<file path="src/logic/pcmp_map.vh">
// register map, field positions and reset values of the port and comparator block
`ifndef PCMP_MAP_VH
`define PCMP_MAP_VH

`define PCMP_AW 8
`define PCMP_DW 8

// port a registers
`define PCMP_PA_IN_ADDR 8'hd0
`define PCMP_PA_OUT_ADDR 8'hd1
`define PCMP_PA_DIR_ADDR 8'hd2
`define PCMP_PA_FUNC_ADDR 8'hd3

// port b registers
`define PCMP_PB_IN_ADDR 8'hd4
`define PCMP_PB_OUT_ADDR 8'hd5
`define PCMP_PB_DIR_ADDR 8'hd6
`define PCMP_PB_FUNC_ADDR 8'hd7

// interrupt and status registers
`define PCMP_IRQ_STAT_ADDR 8'hd8
`define PCMP_IRQ_MASK_ADDR 8'hd9
`define PCMP_CMP_STAT_ADDR 8'hda

// comparator bits within port b
`define PCMP_CMP_SIG_BIT 4
`define PCMP_CMP_REF_BIT 3

// comparator status register fields
`define PCMP_CST_ON_BIT 0
`define PCMP_CST_RES_BIT 1
`define PCMP_CST_STOP_BIT 2
`define PCMP_CST_HALT_BIT 3

// reset values
`define PCMP_DIR_RST 8'h00
`define PCMP_FUNC_RST 8'h00
`define PCMP_IN_RST 8'h00
`define PCMP_IRQ_RST 8'h00
`define PCMP_RDATA_RST 8'h00
`define PCMP_UNMAPPED_RD 8'h00

`endif

</file>
<file path="src/logic/pcmp_top.v">
// two gpio ports with the port b analog comparator front end and register port
//
// The address-and-strobe port was left to the implementer.
`timescale 1ns/100ps
//
// What this block does
// - full reset leaves both port output value registers untouched
// - full reset clears both direction registers, making every pin an input
// - full reset makes both input registers take a fresh sample of the pins
// - full reset clears both special function registers, disabling alternate functions
// - stop recovery and watchdog timeout never alter any port control register
// - comparator active only when port b special function bits 3 and 4 set
// - comparator on: input bit 4 is synced result, bit 3 the reference pin level sampled like any other pin
// - comparator selected: bit 4 interrupt follows the comparator, not the raw pin
// - result high when signal above reference, low when below
// - comparator runs during halt; its enabled interrupt wakes the device
// - in stop the comparator is powered down and yields no new results
//
`include "pcmp_map.vh"

module pcmp_top (
    input wire core_clk_i,
    input wire rst_i,
    input wire [7:0] addr_i,
    input wire [7:0] wdata_i,
    input wire wr_i,
    input wire rd_i,
    output reg [7:0] rdata_o,
    input wire [7:0] pa_pin_i,
    output reg [7:0] pa_pin_o,
    output reg [7:0] pa_pin_oe_n_o,
    input wire [7:0] pb_pin_i,
    output reg [7:0] pb_pin_o,
    output reg [7:0] pb_pin_oe_n_o,
    input wire cmp_result_i,
    output reg cmp_power_o,
    input wire halt_i,
    input wire stop_i,
    input wire stop_wake_recovery_i,
    input wire watchdog_timer_i,
    output reg irq_o,
    output reg wake_o
);

////////////////////////////////////////////////////////////////////////////////
// register state

reg [7:0] port_a_output_value_q;
reg [7:0] pa_dir_q;
reg [7:0] pa_func_q;
reg [7:0] pa_in_q;
reg [7:0] port_b_output_value_q;
reg [7:0] pb_dir_q;
reg [7:0] pb_func_q;
reg [7:0] pb_in_q;
reg [7:0] pb_prev_q;
reg init_q;
reg [7:0] irq_stat_q;
reg [7:0] irq_mask_q;
reg cmp_s1_q;
reg cmp_s2_q;

reg [7:0] irq_stat_d;
reg [7:0] pb_in_d;
reg [7:0] rdata_d;

wire wr_pa_out;
wire wr_pa_dir;
wire wr_pa_func;
wire wr_pb_out;
wire wr_pb_dir;
wire wr_pb_func;
wire wr_stat;
wire wr_mask;
wire cmp_on;
wire [7:0] pb_event;
wire [7:0] pa_drive;
wire [7:0] pb_drive;

assign wr_pa_out = wr_i && (addr_i == `PCMP_PA_OUT_ADDR);
assign wr_pa_dir = wr_i && (addr_i == `PCMP_PA_DIR_ADDR);
assign wr_pa_func = wr_i && (addr_i == `PCMP_PA_FUNC_ADDR);
assign wr_pb_out = wr_i && (addr_i == `PCMP_PB_OUT_ADDR);
assign wr_pb_dir = wr_i && (addr_i == `PCMP_PB_DIR_ADDR);
assign wr_pb_func = wr_i && (addr_i == `PCMP_PB_FUNC_ADDR);
assign wr_stat = wr_i && (addr_i == `PCMP_IRQ_STAT_ADDR);
assign wr_mask = wr_i && (addr_i == `PCMP_IRQ_MASK_ADDR);

// both function bits are needed; a single one leaves the pins digital
assign cmp_on = pb_func_q[`PCMP_CMP_SIG_BIT] & pb_func_q[`PCMP_CMP_REF_BIT];

////////////////////////////////////////////////////////////////////////////////
// output value registers carry no reset at all

always @(posedge core_clk_i) begin
    if (wr_pa_out) begin
        port_a_output_value_q <= wdata_i;
    end
    if (wr_pb_out) begin
        port_b_output_value_q <= wdata_i;
    end
end

////////////////////////////////////////////////////////////////////////////////
// control registers: only the reset pin clears them

// stop recovery and watchdog inputs are deliberately not wired in here
always @(posedge core_clk_i or posedge rst_i) begin
    if (rst_i) begin
        pa_dir_q <= `PCMP_DIR_RST;
        pb_dir_q <= `PCMP_DIR_RST;
        pa_func_q <= `PCMP_FUNC_RST;
        pb_func_q <= `PCMP_FUNC_RST;
        irq_mask_q <= `PCMP_IRQ_RST;
    end else begin
        if (wr_pa_dir) begin
            pa_dir_q <= wdata_i;
        end
        if (wr_pb_dir) begin
            pb_dir_q <= wdata_i;
        end
        if (wr_pa_func) begin
            pa_func_q <= wdata_i;
        end
        if (wr_pb_func) begin
            pb_func_q <= wdata_i;
        end
        if (wr_mask) begin
            irq_mask_q <= wdata_i;
        end
    end
end

////////////////////////////////////////////////////////////////////////////////
// comparator synchronizer

// frozen in stop: the front end is unpowered, its output is meaningless
always @(posedge core_clk_i or posedge rst_i) begin
    if (rst_i) begin
        cmp_s1_q <= 1'b0;
        cmp_s2_q <= 1'b0;
    end else if (!stop_i) begin
        cmp_s1_q <= cmp_result_i;
        cmp_s2_q <= cmp_s1_q;
    end
end

// power the front end only when selected and not stopped
always @(posedge core_clk_i or posedge rst_i) begin
    if (rst_i) begin
        cmp_power_o <= 1'b0;
    end else begin
        cmp_power_o <= cmp_on & ~stop_i;
    end
end

////////////////////////////////////////////////////////////////////////////////
// input value registers

// high result means signal above reference, taken as is
always @* begin
    pb_in_d = pb_pin_i;
    if (cmp_on) begin
        pb_in_d[`PCMP_CMP_SIG_BIT] = cmp_s2_q;
        pb_in_d[`PCMP_CMP_REF_BIT] = pb_pin_i[`PCMP_CMP_REF_BIT];
    end
end

// an async reset cannot load pins, so the fresh sample lands at the first edge
always @(posedge core_clk_i or posedge rst_i) begin
    if (rst_i) begin
        pa_in_q <= `PCMP_IN_RST;
        pb_in_q <= `PCMP_IN_RST;
        pb_prev_q <= `PCMP_IN_RST;
        init_q <= 1'b0;
    end else begin
        pa_in_q <= pa_pin_i;
        pb_in_q <= pb_in_d;
        init_q <= 1'b1;
        // first sample after reset primes history, so no false edges
        if (init_q) begin
            pb_prev_q <= pb_in_q;
        end else begin
            pb_prev_q <= pb_in_d;
        end
    end
end

////////////////////////////////////////////////////////////////////////////////
// interrupts: rising edges of the port b input register

// bit 4 of the input register already carries the comparator when selected
assign pb_event = pb_in_q & ~pb_prev_q;

// set wins over a simultaneous write-one-to-clear
always @* begin
    irq_stat_d = irq_stat_q;
    if (wr_stat) begin
        irq_stat_d = irq_stat_d & ~wdata_i;
    end
    irq_stat_d = irq_stat_d | pb_event;
end

always @(posedge core_clk_i or posedge rst_i) begin
    if (rst_i) begin
        irq_stat_q <= `PCMP_IRQ_RST;
        irq_o <= 1'b0;
        wake_o <= 1'b0;
    end else begin
        irq_stat_q <= irq_stat_d;
        irq_o <= |(irq_stat_d & irq_mask_q);
        // halt leaves the clock running, so a pending request still wakes
        wake_o <= halt_i & (|(irq_stat_d & irq_mask_q));
    end
end

////////////////////////////////////////////////////////////////////////////////
// pin drivers

// analog pins never drive while the comparator owns them
assign pa_drive = pa_dir_q;
assign pb_drive = pb_dir_q & ~({8{cmp_on}} &
    ((8'h01 << `PCMP_CMP_SIG_BIT) | (8'h01 << `PCMP_CMP_REF_BIT)));

genvar gi;
generate
    for (gi = 0; gi < 8; gi = gi + 1) begin : g_pin
        always @(posedge core_clk_i or posedge rst_i) begin
            if (rst_i) begin
                pa_pin_o[gi] <= 1'b0;
                pb_pin_o[gi] <= 1'b0;
                pa_pin_oe_n_o[gi] <= 1'b1;
                pb_pin_oe_n_o[gi] <= 1'b1;
            end else begin
                // gated so an output register reaches a pin only where its direction bit is set
                pa_pin_o[gi] <= pa_drive[gi] & port_a_output_value_q[gi];
                pb_pin_o[gi] <= pb_drive[gi] & port_b_output_value_q[gi];
                pa_pin_oe_n_o[gi] <= ~pa_drive[gi];
                pb_pin_oe_n_o[gi] <= ~pb_drive[gi];
            end
        end
    end
endgenerate

////////////////////////////////////////////////////////////////////////////////
// read port

always @* begin
    rdata_d = `PCMP_UNMAPPED_RD;
    case (addr_i)
        `PCMP_PA_IN_ADDR: begin
            rdata_d = pa_in_q;
        end
        `PCMP_PA_OUT_ADDR: begin
            rdata_d = port_a_output_value_q;
        end
        `PCMP_PA_DIR_ADDR: begin
            rdata_d = pa_dir_q;
        end
        `PCMP_PA_FUNC_ADDR: begin
            rdata_d = pa_func_q;
        end
        `PCMP_PB_IN_ADDR: begin
            rdata_d = pb_in_q;
        end
        `PCMP_PB_OUT_ADDR: begin
            rdata_d = port_b_output_value_q;
        end
        `PCMP_PB_DIR_ADDR: begin
            rdata_d = pb_dir_q;
        end
        `PCMP_PB_FUNC_ADDR: begin
            rdata_d = pb_func_q;
        end
        `PCMP_IRQ_STAT_ADDR: begin
            rdata_d = irq_stat_q;
        end
        `PCMP_IRQ_MASK_ADDR: begin
            rdata_d = irq_mask_q;
        end
        `PCMP_CMP_STAT_ADDR: begin
            rdata_d[`PCMP_CST_ON_BIT] = cmp_on;
            rdata_d[`PCMP_CST_RES_BIT] = cmp_s2_q;
            rdata_d[`PCMP_CST_STOP_BIT] = stop_i;
            rdata_d[`PCMP_CST_HALT_BIT] = halt_i;
        end
        default: begin
            rdata_d = `PCMP_UNMAPPED_RD;
        end
    endcase
end

// data shows only in the cycle after the strobe, zero otherwise
always @(posedge core_clk_i or posedge rst_i) begin
    if (rst_i) begin
        rdata_o <= `PCMP_RDATA_RST;
    end else if (rd_i) begin
        rdata_o <= rdata_d;
    end else begin
        rdata_o <= `PCMP_RDATA_RST;
    end
end

endmodule

</file>
<file path="config.mk">
export PLATFORM = sky130hd
export DESIGN_NAME = pcmp_top
export DESIGN_NICKNAME = d
export VERILOG_FILES = /design/src/logic/pcmp_top.v
export VERILOG_INCLUDE_DIRS = /design/src /design/src/logic
export SDC_FILE = /design/constraint.sdc
export NUM_CORES = 1
export LEC_CHECK = 0
export ABC_AREA = 1
export BUFFER_PORTS_ARGS = -buffer_cell sky130_fd_sc_hd__buf_2
export CORE_MARGIN = 1.5
export CORE_UTILIZATION = 35
export CTS_CLUSTER_SIZE = 8
export DETAILED_ROUTE_END_ITERATION = 10
export PLACE_DENSITY = 0.56
export SYNTH_ARGS = -nofsm -noshare
export SYNTH_HDL_FRONTEND = slang
export SYNTH_SLANG_ARGS = --single-unit
</file>
<file path="constraint.sdc">
create_clock -name core_clk_i -period 6.38 [get_ports core_clk_i]
set_input_delay 1.914 -clock core_clk_i [delete_from_list [all_inputs] [get_ports core_clk_i]]
set_output_delay 1.914 -clock core_clk_i [all_outputs]
set_load 0.05 [all_outputs]
</file>
-- Word-level counts from Yosys, hierarchy flattened
Cells that the tools add are included.
Widths: inputs -> output; s select.
- bits in registers: 134
- bits of input ports: 41
- output and inout port bits: 43
- eq/ne operators: 11
- multiplexer cells: 6
- bitwise operators: 44
- reduce and logical (&&, ||, !) cells: 9
- operator list (operator ; number):
    $eq 8x8->1 const B ; 11
    $pmux 4 s11 ; 1
    $pmux 4 s10 ; 1
    $and 8x8->8 ; 4
    $mux 8 ; 3
    $and 1x1->1 ; 19
    $not 1->1 ; 17
    $not 8->8 ; 2
    $logic_and 1x1->1 ; 8
    $not 5->8 ; 1
    $or 8x8->8 ; 1
    $reduce_or 8->1 ; 1
    $mux 2 ; 1

-- Logic depth before layout (Yosys ltp)
Gate-level depths: netlist of the first run.
- depth in word-level cells: 7
- gate-level depth with buffers: 11

-- Worst setup path before layout of the first run
Ideal clock, no wire load.
- path type: input-to-reg
- start point: input addr_i[5]
- end point: register port_a_output_value_q[0], enable pin
- arrival time: 3.170 ns
- data required time: 5.997 ns
- setup slack: 2.826 ns
- stages on the path: 7
- path buffers: 2
- path through: inv_1 > nand2_1 > nor2_4 > buf_6 > buf_4 > nand3_1 > nor3_1
- cells in the longest elaborated chain, start to end: 2
- ends and longest elaborated chain (element ; line ; source):
    from (decl) ; pcmp_top.v:24 ; input wire [7:0] addr_i,
    $eq 8x8->1 ; n/a ;
    $logic_and 1x1->1 ; pcmp_top.v:80 ; assign wr_pa_out = wr_i && (addr_i == `PCMP_PA_OUT_ADDR);
    via wr_pa_out ; pcmp_top.v:67 ; wire wr_pa_out;
    to (signal assigned) ; pcmp_top.v:97 ; port_a_output_value_q <= wdata_i;
    to (decl) ; pcmp_top.v:48 ; reg [7:0] port_a_output_value_q;
The timed path passes the listed nets, and every way through them passes these cells.
A chain may end at the register's enable or synchronous reset.

-- Final worst setup path of the first run
- start point: input addr_i[5]
- end point: register rdata_o[0]
- cells in the longest elaborated chain, start to end: 3
- elaborated cells on any way between the ends: 13
- ends and longest elaborated chain (element ; line ; source):
    $eq 8x8->1 ; pcmp_top.v:250 ; case (addr_i)
    $pmux 4 s11 (*) ; pcmp_top.v:250 ;
    $mux 8 (*) ; pcmp_top.v:297 ; end else if (rd_i) begin
    to (signal assigned) ; pcmp_top.v:296 ; rdata_o <= `PCMP_RDATA_RST;
    to (signal assigned) ; pcmp_top.v:298 ; rdata_o <= rdata_d;
    to (signal assigned) ; pcmp_top.v:300 ; rdata_o <= `PCMP_RDATA_RST;
    to (decl) ; pcmp_top.v:28 ; output reg [7:0] rdata_o,
Every way passes the cells marked *; elsewhere a longest branch is shown, timed or not.

==> results of run 1 <==
[kinds of logic after synthesis]
| kind of cell | count (synthesis) |
|---|---|
| flip-flops | 134 |
| multiplexers | 1 |
| other | 1 |
| buffers and inverters | 82 |
| AND/OR/NAND/NOR | 239 |
| AO/OA/AOI/OAI | 82 |
[metal layers]
layer | global-route usage [%] | vias up | wire length, µm
met4 | 7.640 | 0 | 361
met3 | 5.692 | 21 | 929
li1 | - | 1916 | -
met1 | 23.51 | 1899 | 5901
met5 | 0 | - | 0
met2 | 29.44 | 154 | 6480
[synth_stat cells (all sizes together), types with 3 or more instances]
cell type	number	share of area (%)
a211oi	7	0.99
a21oi	6	0.57
buf	9	1.3
clkbuf	4	0.28
dfrtp	102	48
dfstp	16	7.9
edfxtp	16	9.1
inv	69	4.9
nand2	141	10
nand3	39	4.0
nand4	14	1.6
nor2	34	3.0
nor3	3	0.47
o21ai	68	6.4
or2	7	0.82
[path summary, 6_finish.rpt]
path | from | endpoint | slack (ps) | cells past startpoint
min in group asynchronous | rst_i | pb_pin_o[1] | 1670 | 2
max | addr_i[5] | rdata_o[0] | 2850 | 11
min | pa_dir_q[0] | pa_pin_oe_n_o[0] | 420 | 1
max in group asynchronous | rst_i | pa_func_q[5] | 3560 | 3
max reg2reg | pb_func_q[3] | rdata_o[0] | 4750 | 6
min reg2reg | pa_dir_q[0] | pa_pin_oe_n_o[0] | 420 | 1
[final cells by class]
class	count	area, µm²	area share [%]
clock inverters	9	136.4	2.085
clock buffers	23	520.5	7.956
flip-flops and latches	134	3453	52.78
multi-input cells	323	1513	23.12
inverters	69	261.5	3.997
repair buffers	84	427.9	6.540
well taps	184	230.2	3.519
[worst reg2reg max path, delay by kind of cell, from the launching register on]
family,cells,cell delay [ps]
compound gates,2,560
simple gates,3,540
flops,1,400
buf+inv,1,40
[through the flow]
stage / std cells / util, % / setup WS [ps]
floorplan: 539 / - / 1363
global placement: 794 / 40.04 / 2507
CTS: 826 / 44.51 / 2918
finish: 826 / 44.51 / 2850
detailed placement: 794 / 40.04 / 2471
global route: 826 / 44.51 / 2730
[layout by cell type, fill, tap and decap left out, types with 2 or more instances in the layout]
cell type | Yosys | final
dfstp_2 | 16 | 16
clkbuf_16 | 0 | 19
nand4_1 | 14 | 14
bufinv_16 | 0 | 3
clkinv_4 | 0 | 3
clkinvlp_4 | 0 | 2
or2_2 | 7 | 7
a21oi_1 | 6 | 6
dfrtp_1 | 102 | 102
nor3_2 | 2 | 2
inv_2 | 3 | 3
nor2_1 | 28 | 28
inv_1 | 66 | 65
nand2_2 | 3 | 3
nand3_1 | 36 | 36
nand3_2 | 3 | 3
nor2_4 | 3 | 3
buf_4 | 2 | 3
clkbuf_8 | 0 | 3
o21ai_0 | 58 | 58
buf_2 | 4 | 81
edfxtp_1 | 16 | 16
nor2_2 | 3 | 3
nand2_1 | 138 | 138
a211oi_1 | 7 | 7
o21ai_1 | 10 | 10
[report_power, final]
group	internal [mW]	total (mW)	switching, mW
logic	0.0328	0.139	0.106
clock network	0.694	1.06	0.361
registers	0.901	0.916	0.0148
total	1.63	2.11	0.482
==> summary.txt, run 1 <==
CTS Buf Count: 17
initial antenna violation count: 0
Area Growth Syn to Fin: 23.24%
share of cells above drive strength 1: 24.45%
io pins: 84
min cycle time layout: 3530 ps
Mapped Area: 5309 µm²
worst-margin pin slew: 874.8 ps
CTS tree: done
maximum clock path buffer count: 2
Rel. slew slack: 41.68%
dpl cell area: 5886 µm²
first-pass GRT wire length: 21690 µm
initial core utilization: 36.12%
Synth Area in Compound Gates: 8.084%
CP Cell Sequence: buf_2 -> inv_1 -> nand2_1 -> nor2_4 -> buf_4 -> nand2_1 -> o21ai_0 -> a211oi_1 -> nand3_1 -> nand2_1 -> inv_1
EDFF count, synth: 16
Row Count: 44
Tcrit/Tclk final: 55.32%
Max rail drop VDD: 0.2191 mV
CP required: 6740 ps
adder-cell share of the synthesized area: 0%
xor/xnor share of the synthesized area: 0%
nets: 670
Clock Sinks: 134
finished layout cell area: 6543 µm²
Mapped Avg Cell Area: 9.849 µm²
HP Class: flop to flop
Ant. Diodes: 0
unrepaired setup endpoints after global routing: false
Synth cell types: 28
Final setup viols: 0
Clock Latency Late Sink: 420 ps
1st-iter DRT viols: 390
die height: 126.2 µm
routed via count: 3990
Avg WL per Cell: 16.55 µm
GPL Wtd Cong: 0.9573
DR pass1 iterations: 5
Yosys Warn Count: 0
Syn Nets: 580
CTS root buf: clkbuf_16
setup TNS: 0 ps
Hold-fix buffers, CTS: 0
Critical Path Start Type: input pin
maxcap violations: 0
Layout Skew: 8.886 ps
main combinational cell family by area after synthesis: simple AND/OR/NAND/NOR gates
Post-route DRC: 0
vias per cell: 4.831
layout filler cell count: 1401
CP max FO: 27
Crit. End Element: flop
cts repair resizes: 0
Synth Register Bits: 134
Seq/Total Area, Yosys: 65.05%
core area: 14700 µm²
Global Route Usage Sum: 18.48%
Max Freq: 0.2833 GHz
ys async rst share: 88.06%
final hold violations: 0
worst setup path class: input pin to flop
worst hold margin: 415.1 ps
Post-Synth Simple-Gate Area: 20.13%
DP HPWL: 9737 µm
Power Dens Cells: 322.5 nW/µm²
family with the most delay on the worst path: simple AND/OR/NAND/NOR gates
post-synthesis mux area share: 0.2121%
largest net degree at the start of global routing: 71
IO Port Bufs: 81
CTS clk-pin slew, worst paths: 60 ps
total grt overflow: 0
CP arrival: 3890 ps
H-Tree Depth: 4
Setup Fix Bufs, Post-CTS: 0
Cells after Synth: 539
vias in the first global route: 4030
max incr delay on CP: 520 ps
Die Area: 15920 µm²
Slew Limit Fails: 0
most frequent CP cell: nand2_1
worst path buffer plus inverter count: 4
ys flop type: dfrtp_1
Slowest cell on crit path: nor2_4
Pwr Total: 2.110 mW
number of nets still failing antenna checks after routing: 0
outcome: finished, final reports clean
leak pwr: 3.196 nW
Die X: 126.2 µm
Total Wirelength: 13670 µm
No activity file was read; power rests on OpenSTA's default activity.
==> inputs of run 2 (changes only) <==
Settings changed: ABC_AREA 1 to 0, PLACE_DENSITY 0.56 to 0.57.
Clock period 6.38 ns to 3.2 ns, I/O delays scaled along.
==> summary.txt, run 2 <==
outcome: finished, final reports clean
Placed Cells: 718 (-9.6%)
CTS clk-pin slew, worst paths: 50 ps (about the same)
Global Route Usage Sum: 17.93% (-0.55 points)
Post-route DRC: 0 (unchanged)
first-pass GRT wire length: 21990 µm (+1.4%)
Tcrit/Tclk final: 74.34%
Pint: 3.257 mW (+100%)
share of cells above drive strength 1: 41.19% (+17 points)
Yosys Warn Count: 0 (unchanged)
Layout Skew: 4.738 ps (-4.148 ps)
Slew Limit Fails: 0 (unchanged)
leak pwr: 3.118 nW (-2.4%)
1st-iter DRT viols: 207 (-47%)
worst setup path class: input pin to flop
Switching Fraction: 22.63% (-0.22 points)
IO Port Bufs: 81 (unchanged)
DR pass1 iterations: 4 (-1)
maximum clock path buffer count: 2 (unchanged)
initial core utilization: 36.30% (+0.18 points)
Avg WL per Cell: 18.26 µm (+10%)
Synth Register Bits: 134 (unchanged)
Mapped Area: 5579 µm² (+5.1%)
DP HPWL: 9824 µm (+0.90%)
Total Wirelength: 13700 µm (+0.19%)
Area Growth Syn to Fin: 24.06%
Die Area: 16710 µm² (+5.0%)
vias per cell: 5.020 (+3.9%)
die height: 129.3 µm (+2.5%)
EDFF count, synth: 16 (unchanged)
Synth cell types: 53 (+89%)
initial antenna violation count: 0 (unchanged)
Max rail drop VDD: 0.3572 mV (+63%)
top post-synthesis cells by count: dfrtp_1 (102), mux2_2 (54), nand2_1 (27)
commonest non-fill, non-tap cells in the layout: dfrtp_1 (102), buf_2 (81), mux2_2 (54), nand2_1 (27), o21ai_0 (20)
Max Freq: 0.4204 GHz
io pins: 84 (unchanged)
area leader, netlist: dfrtp_1
Syn Nets: 466 (-20%)
commonest non-fill, non-tap cell in the layout: dfrtp_1
final hold violations: 0 (unchanged)
most frequent cell after synthesis: dfrtp_1
Setup Fix Bufs, Post-CTS: 0 (unchanged)
unrepaired setup endpoints after global routing: false
top cells by area, synth: dfrtp_1 (46%), mux2_2 (11%), edfxtp_1 (8.6%)
Seq pwr share: 43.6% (+0.2 points)
largest net degree at the start of global routing: 46 (-35%)
Ant. Diodes: 0 (unchanged)
Hold-fix buffers, CTS: 0 (unchanged)
logic gate share of total power: 7.8% (+1.2 points)
number of nets still failing antenna checks after routing: 0 (unchanged)
setup TNS: 0 ps (unchanged)
worst-margin pin slew: 801.9 ps (-72.85 ps)
core area: 15370 µm² (+4.6%)
Die X: 129.3 µm (+2.5%)
CP required: 3500 ps (-3240 ps)
Cells after Synth: 425 (-21%)
Clock Sinks: 134 (unchanged)
Final setup viols: 0 (unchanged)
ys flop type: dfrtp_1
register area: 3453 µm² (unchanged)
Power Dens Cells: 608.2 nW/µm² (+89%)
Critical Path Start Type: input pin
CP arrival: 2680 ps (-1210 ps)
min cycle time layout: 2379 ps
Clock power frac: 48.6% (-1.4 points)
Crit. End Element: flop
Mapped Avg Cell Area: 13.13 µm² (+33%)
ys async rst share: 88.06% (unchanged)
CP max FO: 17 (-37%)
Clock Latency Late Sink: 420 ps (about the same)
layout filler cell count: 1416 (+1.1%)
cts repair resizes: 0 (unchanged)
total grt overflow: 0 (unchanged)
maxcap violations: 0 (unchanged)
routed via count: 3765 (-5.6%)
Row Count: 45 (+2.3%)
NetSw: 0.9525 mW (+98%)
Seq/Total Area, Yosys: 61.90% (-3.2 points)
vias in the first global route: 3896 (-3.3%)
share of the synthesized area in the top cell type: 45.75% (-2.3 points)
CTS Buf Count: 17 (unchanged)
GPL Wtd Cong: 0.9005 (-5.9%)
footprint of the multi-input gates: 1944 µm² (+29%)
Rel. slew slack: 46.42% (+4.7 points)
H-Tree Depth: 4 (unchanged)
HP Class: flop to flop
nets: 567 (-15%)
CTS tree: done
CTS root buf: clkbuf_16
Final Non-Filler Cells: 750 (-9.2%)
==> run 2: cell types whose count changed after synthesis, sizes merged, moves of 13 or more <==
cell   before  now
nand3      39   14
mux2        1   54
mux2i       0   13
nor2       34   18
and2        0   15
o21ai      68   20
inv        69   18
nand2     141   29
==> run 2: kinds of logic after synthesis <==
kind of cell | share of synthesized area (%)
AO/OA/AOI/OAI | 8.388
buffers and inverters | 3.252
flip-flops | 61.90
multiplexers | 13.64
other | 0.06722
AND/OR/NAND/NOR | 12.76
==> run 2: metal layers <==
metal  vias to the layer above  routed length, µm  track usage [%]
li1                       1714                  -                -
met1                      1906               6259            24.26
met2                       117               6292            26.41
met3                        28                714            4.624
met4                         0                431            9.782
met5                         -                  0                0
==> run 2: power groups by stage <==
stage | Clock (mW) | Sequential (mW) | Combinational (mW)
finish | 2.05 | 1.83 | 0.328
global route | 2.17 | 1.84 | 0.358
floorplan | 0 | 1.92 | 0.152
CTS | 2.09 | 1.84 | 0.333
global placement | 0 | 1.86 | 0.326
detailed placement | 0 | 1.86 | 0.332
==> run 2: final cells by class <==
type	instances	share of cell area [%]
Clock buffer	24	7.411
Tap cell	211	3.814
Multi-Input combinational cell	257	28.09
Inverter	18	1.030
Sequential cell	134	49.89
Clock inverter	8	1.699
Timing Repair Buffer	98	8.062
==> run 2: worst paths after layout <==
check / start / end / slack, ps / cells after the start
max: addr_i[3] / irq_mask_q[7] / 820 / 5
min: pa_dir_q[0] / pa_pin_oe_n_o[0] / 420 / 1
max reg2reg: pb_func_q[4] / rdata_o[0] / 1690 / 5
min reg2reg: pa_dir_q[0] / pa_pin_oe_n_o[0] / 420 / 1
max in group asynchronous: rst_i / pb_pin_oe_n_o[7] / 1780 / 3
min in group asynchronous: rst_i / pb_dir_q[0] / 690 / 2
==> run 2: metrics by stage <==
stage	setup slack, ps	total power [mW]	cell area (µm²)	hold slack, ps	util, %
2_1_floorplan	811.7	2.076	5583	379.0	-
3_3_place_gp	385.7	2.187	6291	398.8	40.93
3_5_place_dp	404.4	2.196	6291	408.2	40.93
4_1_cts	835.8	4.259	6922	416.9	45.03
5_1_grt	744.7	4.365	6922	440.6	45.03
6_report	821.3	4.209	6922	415.2	45.03
==> run 2: critical path, cell delays in order <==
cell	delay (ps)
buf_2	430
and2b_1	340
and3_1	400
nand2_2	220
mux2_2	310
==> inputs of run 3 (changes only) <==
Settings changed: PLACE_DENSITY 0.57 to 0.55.
Clock period 3.2 ns to 2.3 ns, I/O delays scaled along.
==> summary.txt, run 3 (synthesis results as in run 2) <==
Crit. End Element: output pin
met1 Use GR: 24.38% (+0.12 points)
outcome: finished, final reports clean
Slew Limit Fails: 0 (unchanged)
IO Port Bufs: 81 (unchanged)
worst-margin pin slew: 590.8 ps (-211.1 ps)
layout filler cell count: 1429 (+0.92%)
Layout Skew: 7.239 ps (+2.502 ps)
DR pass1 iterations: 4 (unchanged)
largest net degree at the start of global routing: 40 (-13%)
max incr delay on CP: 520 ps (+90 ps)
DP HPWL: 10230 µm (+4.1%)
Rel. slew slack: 60.53% (+14 points)
Max Freq: 0.5355 GHz
CP Cell Sequence: buf_2
HP Class: input pin to asynchronous set/reset pin
met2 Use GR: 27.53% (+1.1 points)
final core occ: 46.12% (+1.1 points)
final hold violations: 0 (unchanged)
Row Count: 45 (unchanged)
worst hold margin: 343.3 ps (-71.83 ps)
Post-route DRC: 0 (unchanged)
GPL Wtd Cong: 0.8093 (-10%)
Die X: 129.3 µm (unchanged)
unrepaired setup endpoints after global routing: false
maximum clock path buffer count: 2 (unchanged)
vias in the first global route: 3817 (-2.0%)
Avg WL per Cell: 17.56 µm (-3.9%)
Clock Sinks: 134 (unchanged)
initial antenna violation count: 0 (unchanged)
Slowest cell on crit path: dfstp_2
Power Dens Cells: 780.5 nW/µm² (+28%)
Area Growth Syn to Fin: 27.07%
commonest non-fill, non-tap cells in the layout: dfrtp_1 (102), buf_2 (81), mux2_2 (54), buf_4 (38), nand2_1 (27)
CP arrival: 1180 ps (-1500 ps)
CP max FO: 1 (-16)
setup TNS: 0 ps (unchanged)
CTS Buf Count: 17 (unchanged)
Crit. Startpoint: pa_pin_oe_n_o[1]
routed via count: 3812 (+1.2%)
Pwr Total: 5.533 mW (+31%)
Clock Latency Late Sink: 420 ps (about the same)
Critical Path Start Type: flop
nets: 594 (+4.8%)
initial core utilization: 36.30% (unchanged)
Ant. Diodes: 0 (unchanged)
Final setup viols: 0 (unchanged)
family with the most delay on the worst path: flip-flops
Total Wirelength: 13640 µm (-0.41%)
core area: 15370 µm² (unchanged)
Die Area: 16710 µm² (unchanged)
commonest non-fill, non-tap cell in the layout: dfrtp_1
worst path buffer plus inverter count: 1 (unchanged)
origin of the critical flop-to-flop path: irq_stat_q[1]
CP required: 1610 ps (-1890 ps)
io pins: 84 (unchanged)
leak pwr: 3.222 nW (+3.3%)
Setup Fix Bufs, Post-CTS: 0 (unchanged)
first-pass GRT wire length: 21750 µm (-1.1%)
min cycle time layout: 1867 ps
Final Non-Filler Cells: 777 (+3.6%)
H-Tree Depth: 4 (unchanged)
Global Route Usage Sum: 17.76% (-0.17 points)
Max rail drop VDD: 0.4969 mV (+39%)
vias per cell: 4.906 (-2.3%)
met3 Use GR: 3.799% (-0.83 points)
number of nets still failing antenna checks after routing: 0 (unchanged)
Tcrit/Tclk final: 81.20%
1st-iter DRT viols: 208 (+0.48%)
Hold-fix buffers, CTS: 0 (unchanged)
worst setup path class: flop to output pin
share of cells above drive strength 1: 43.46% (+2.3 points)
maxcap violations: 0 (unchanged)
cts repair resizes: 0 (unchanged)
die height: 129.3 µm (unchanged)
Placed Cells: 745 (+3.8%)
total grt overflow: 0 (unchanged)
CTS root buf: clkbuf_16
CTS tree: done
CTS clk-pin slew, worst paths: 50 ps (about the same)
busiest layer in global routing: met2
==> run 3: cell count changes in the layout (fill, tap and decap cells not counted) <==
cell | before | now
buf_12 | 2 | 6
buf_4 | 15 | 38
clkinv_2 | 4 | 6
clkinv_4 | 0 | 1
clkbuf_1 | 2 | 5
bufinv_16 | 3 | 1
clkbuf_8 | 4 | 0
==> run 3: worst paths after layout <==
check / endpoint / cells after the start / slack [ps]
max: pa_pin_oe_n_o[1] / 1 / 430
min: pa_in_q[0] / 2 / 340
max reg2reg: rdata_o[1] / 5 / 800
min reg2reg: pa_pin_oe_n_o[3] / 1 / 420
max in group asynchronous: pa_pin_oe_n_o[1] / 3 / 1320
min in group core_clk_i: pa_in_q[2] / 1 / 380
==> run 3: where the power goes <==
part           internal (mW)  leakage (nW)  switching, mW
clock network           1.54         0.270          0.961
registers               2.50          1.62         0.0493
logic                  0.175          1.33          0.309
total                   4.21          3.22           1.32
==> run 3: through the flow <==
step / area [µm²] / setup WS, ps
2_1_floorplan: 5583 / 181.7
3_3_place_gp: 6544 / 39.70
3_5_place_dp: 6544 / 41.51
4_1_cts: 7089 / 404.1
5_1_grt: 7089 / 352.5
6_report: 7089 / 432.5
==> run 3: layout make-up <==
class	instances	area (µm²)	share of cell area [%]
multi-input cells	257	1944	27.43
flip-flops and latches	134	3453	48.71
well taps	211	264.0	3.724
inverters	18	71.32	1.006
clock buffers	23	469.2	6.618
repair buffers	125	810.8	11.44
clock inverters	9	76.32	1.077
==> run 3: per-layer routing <==
layer  share of wire, %  vias to the layer above
met2                 46                      119
met5                  0                        -
met1                 45                     1900
li1                   -                     1774
met4                2.1                        0
met3                6.2                       19
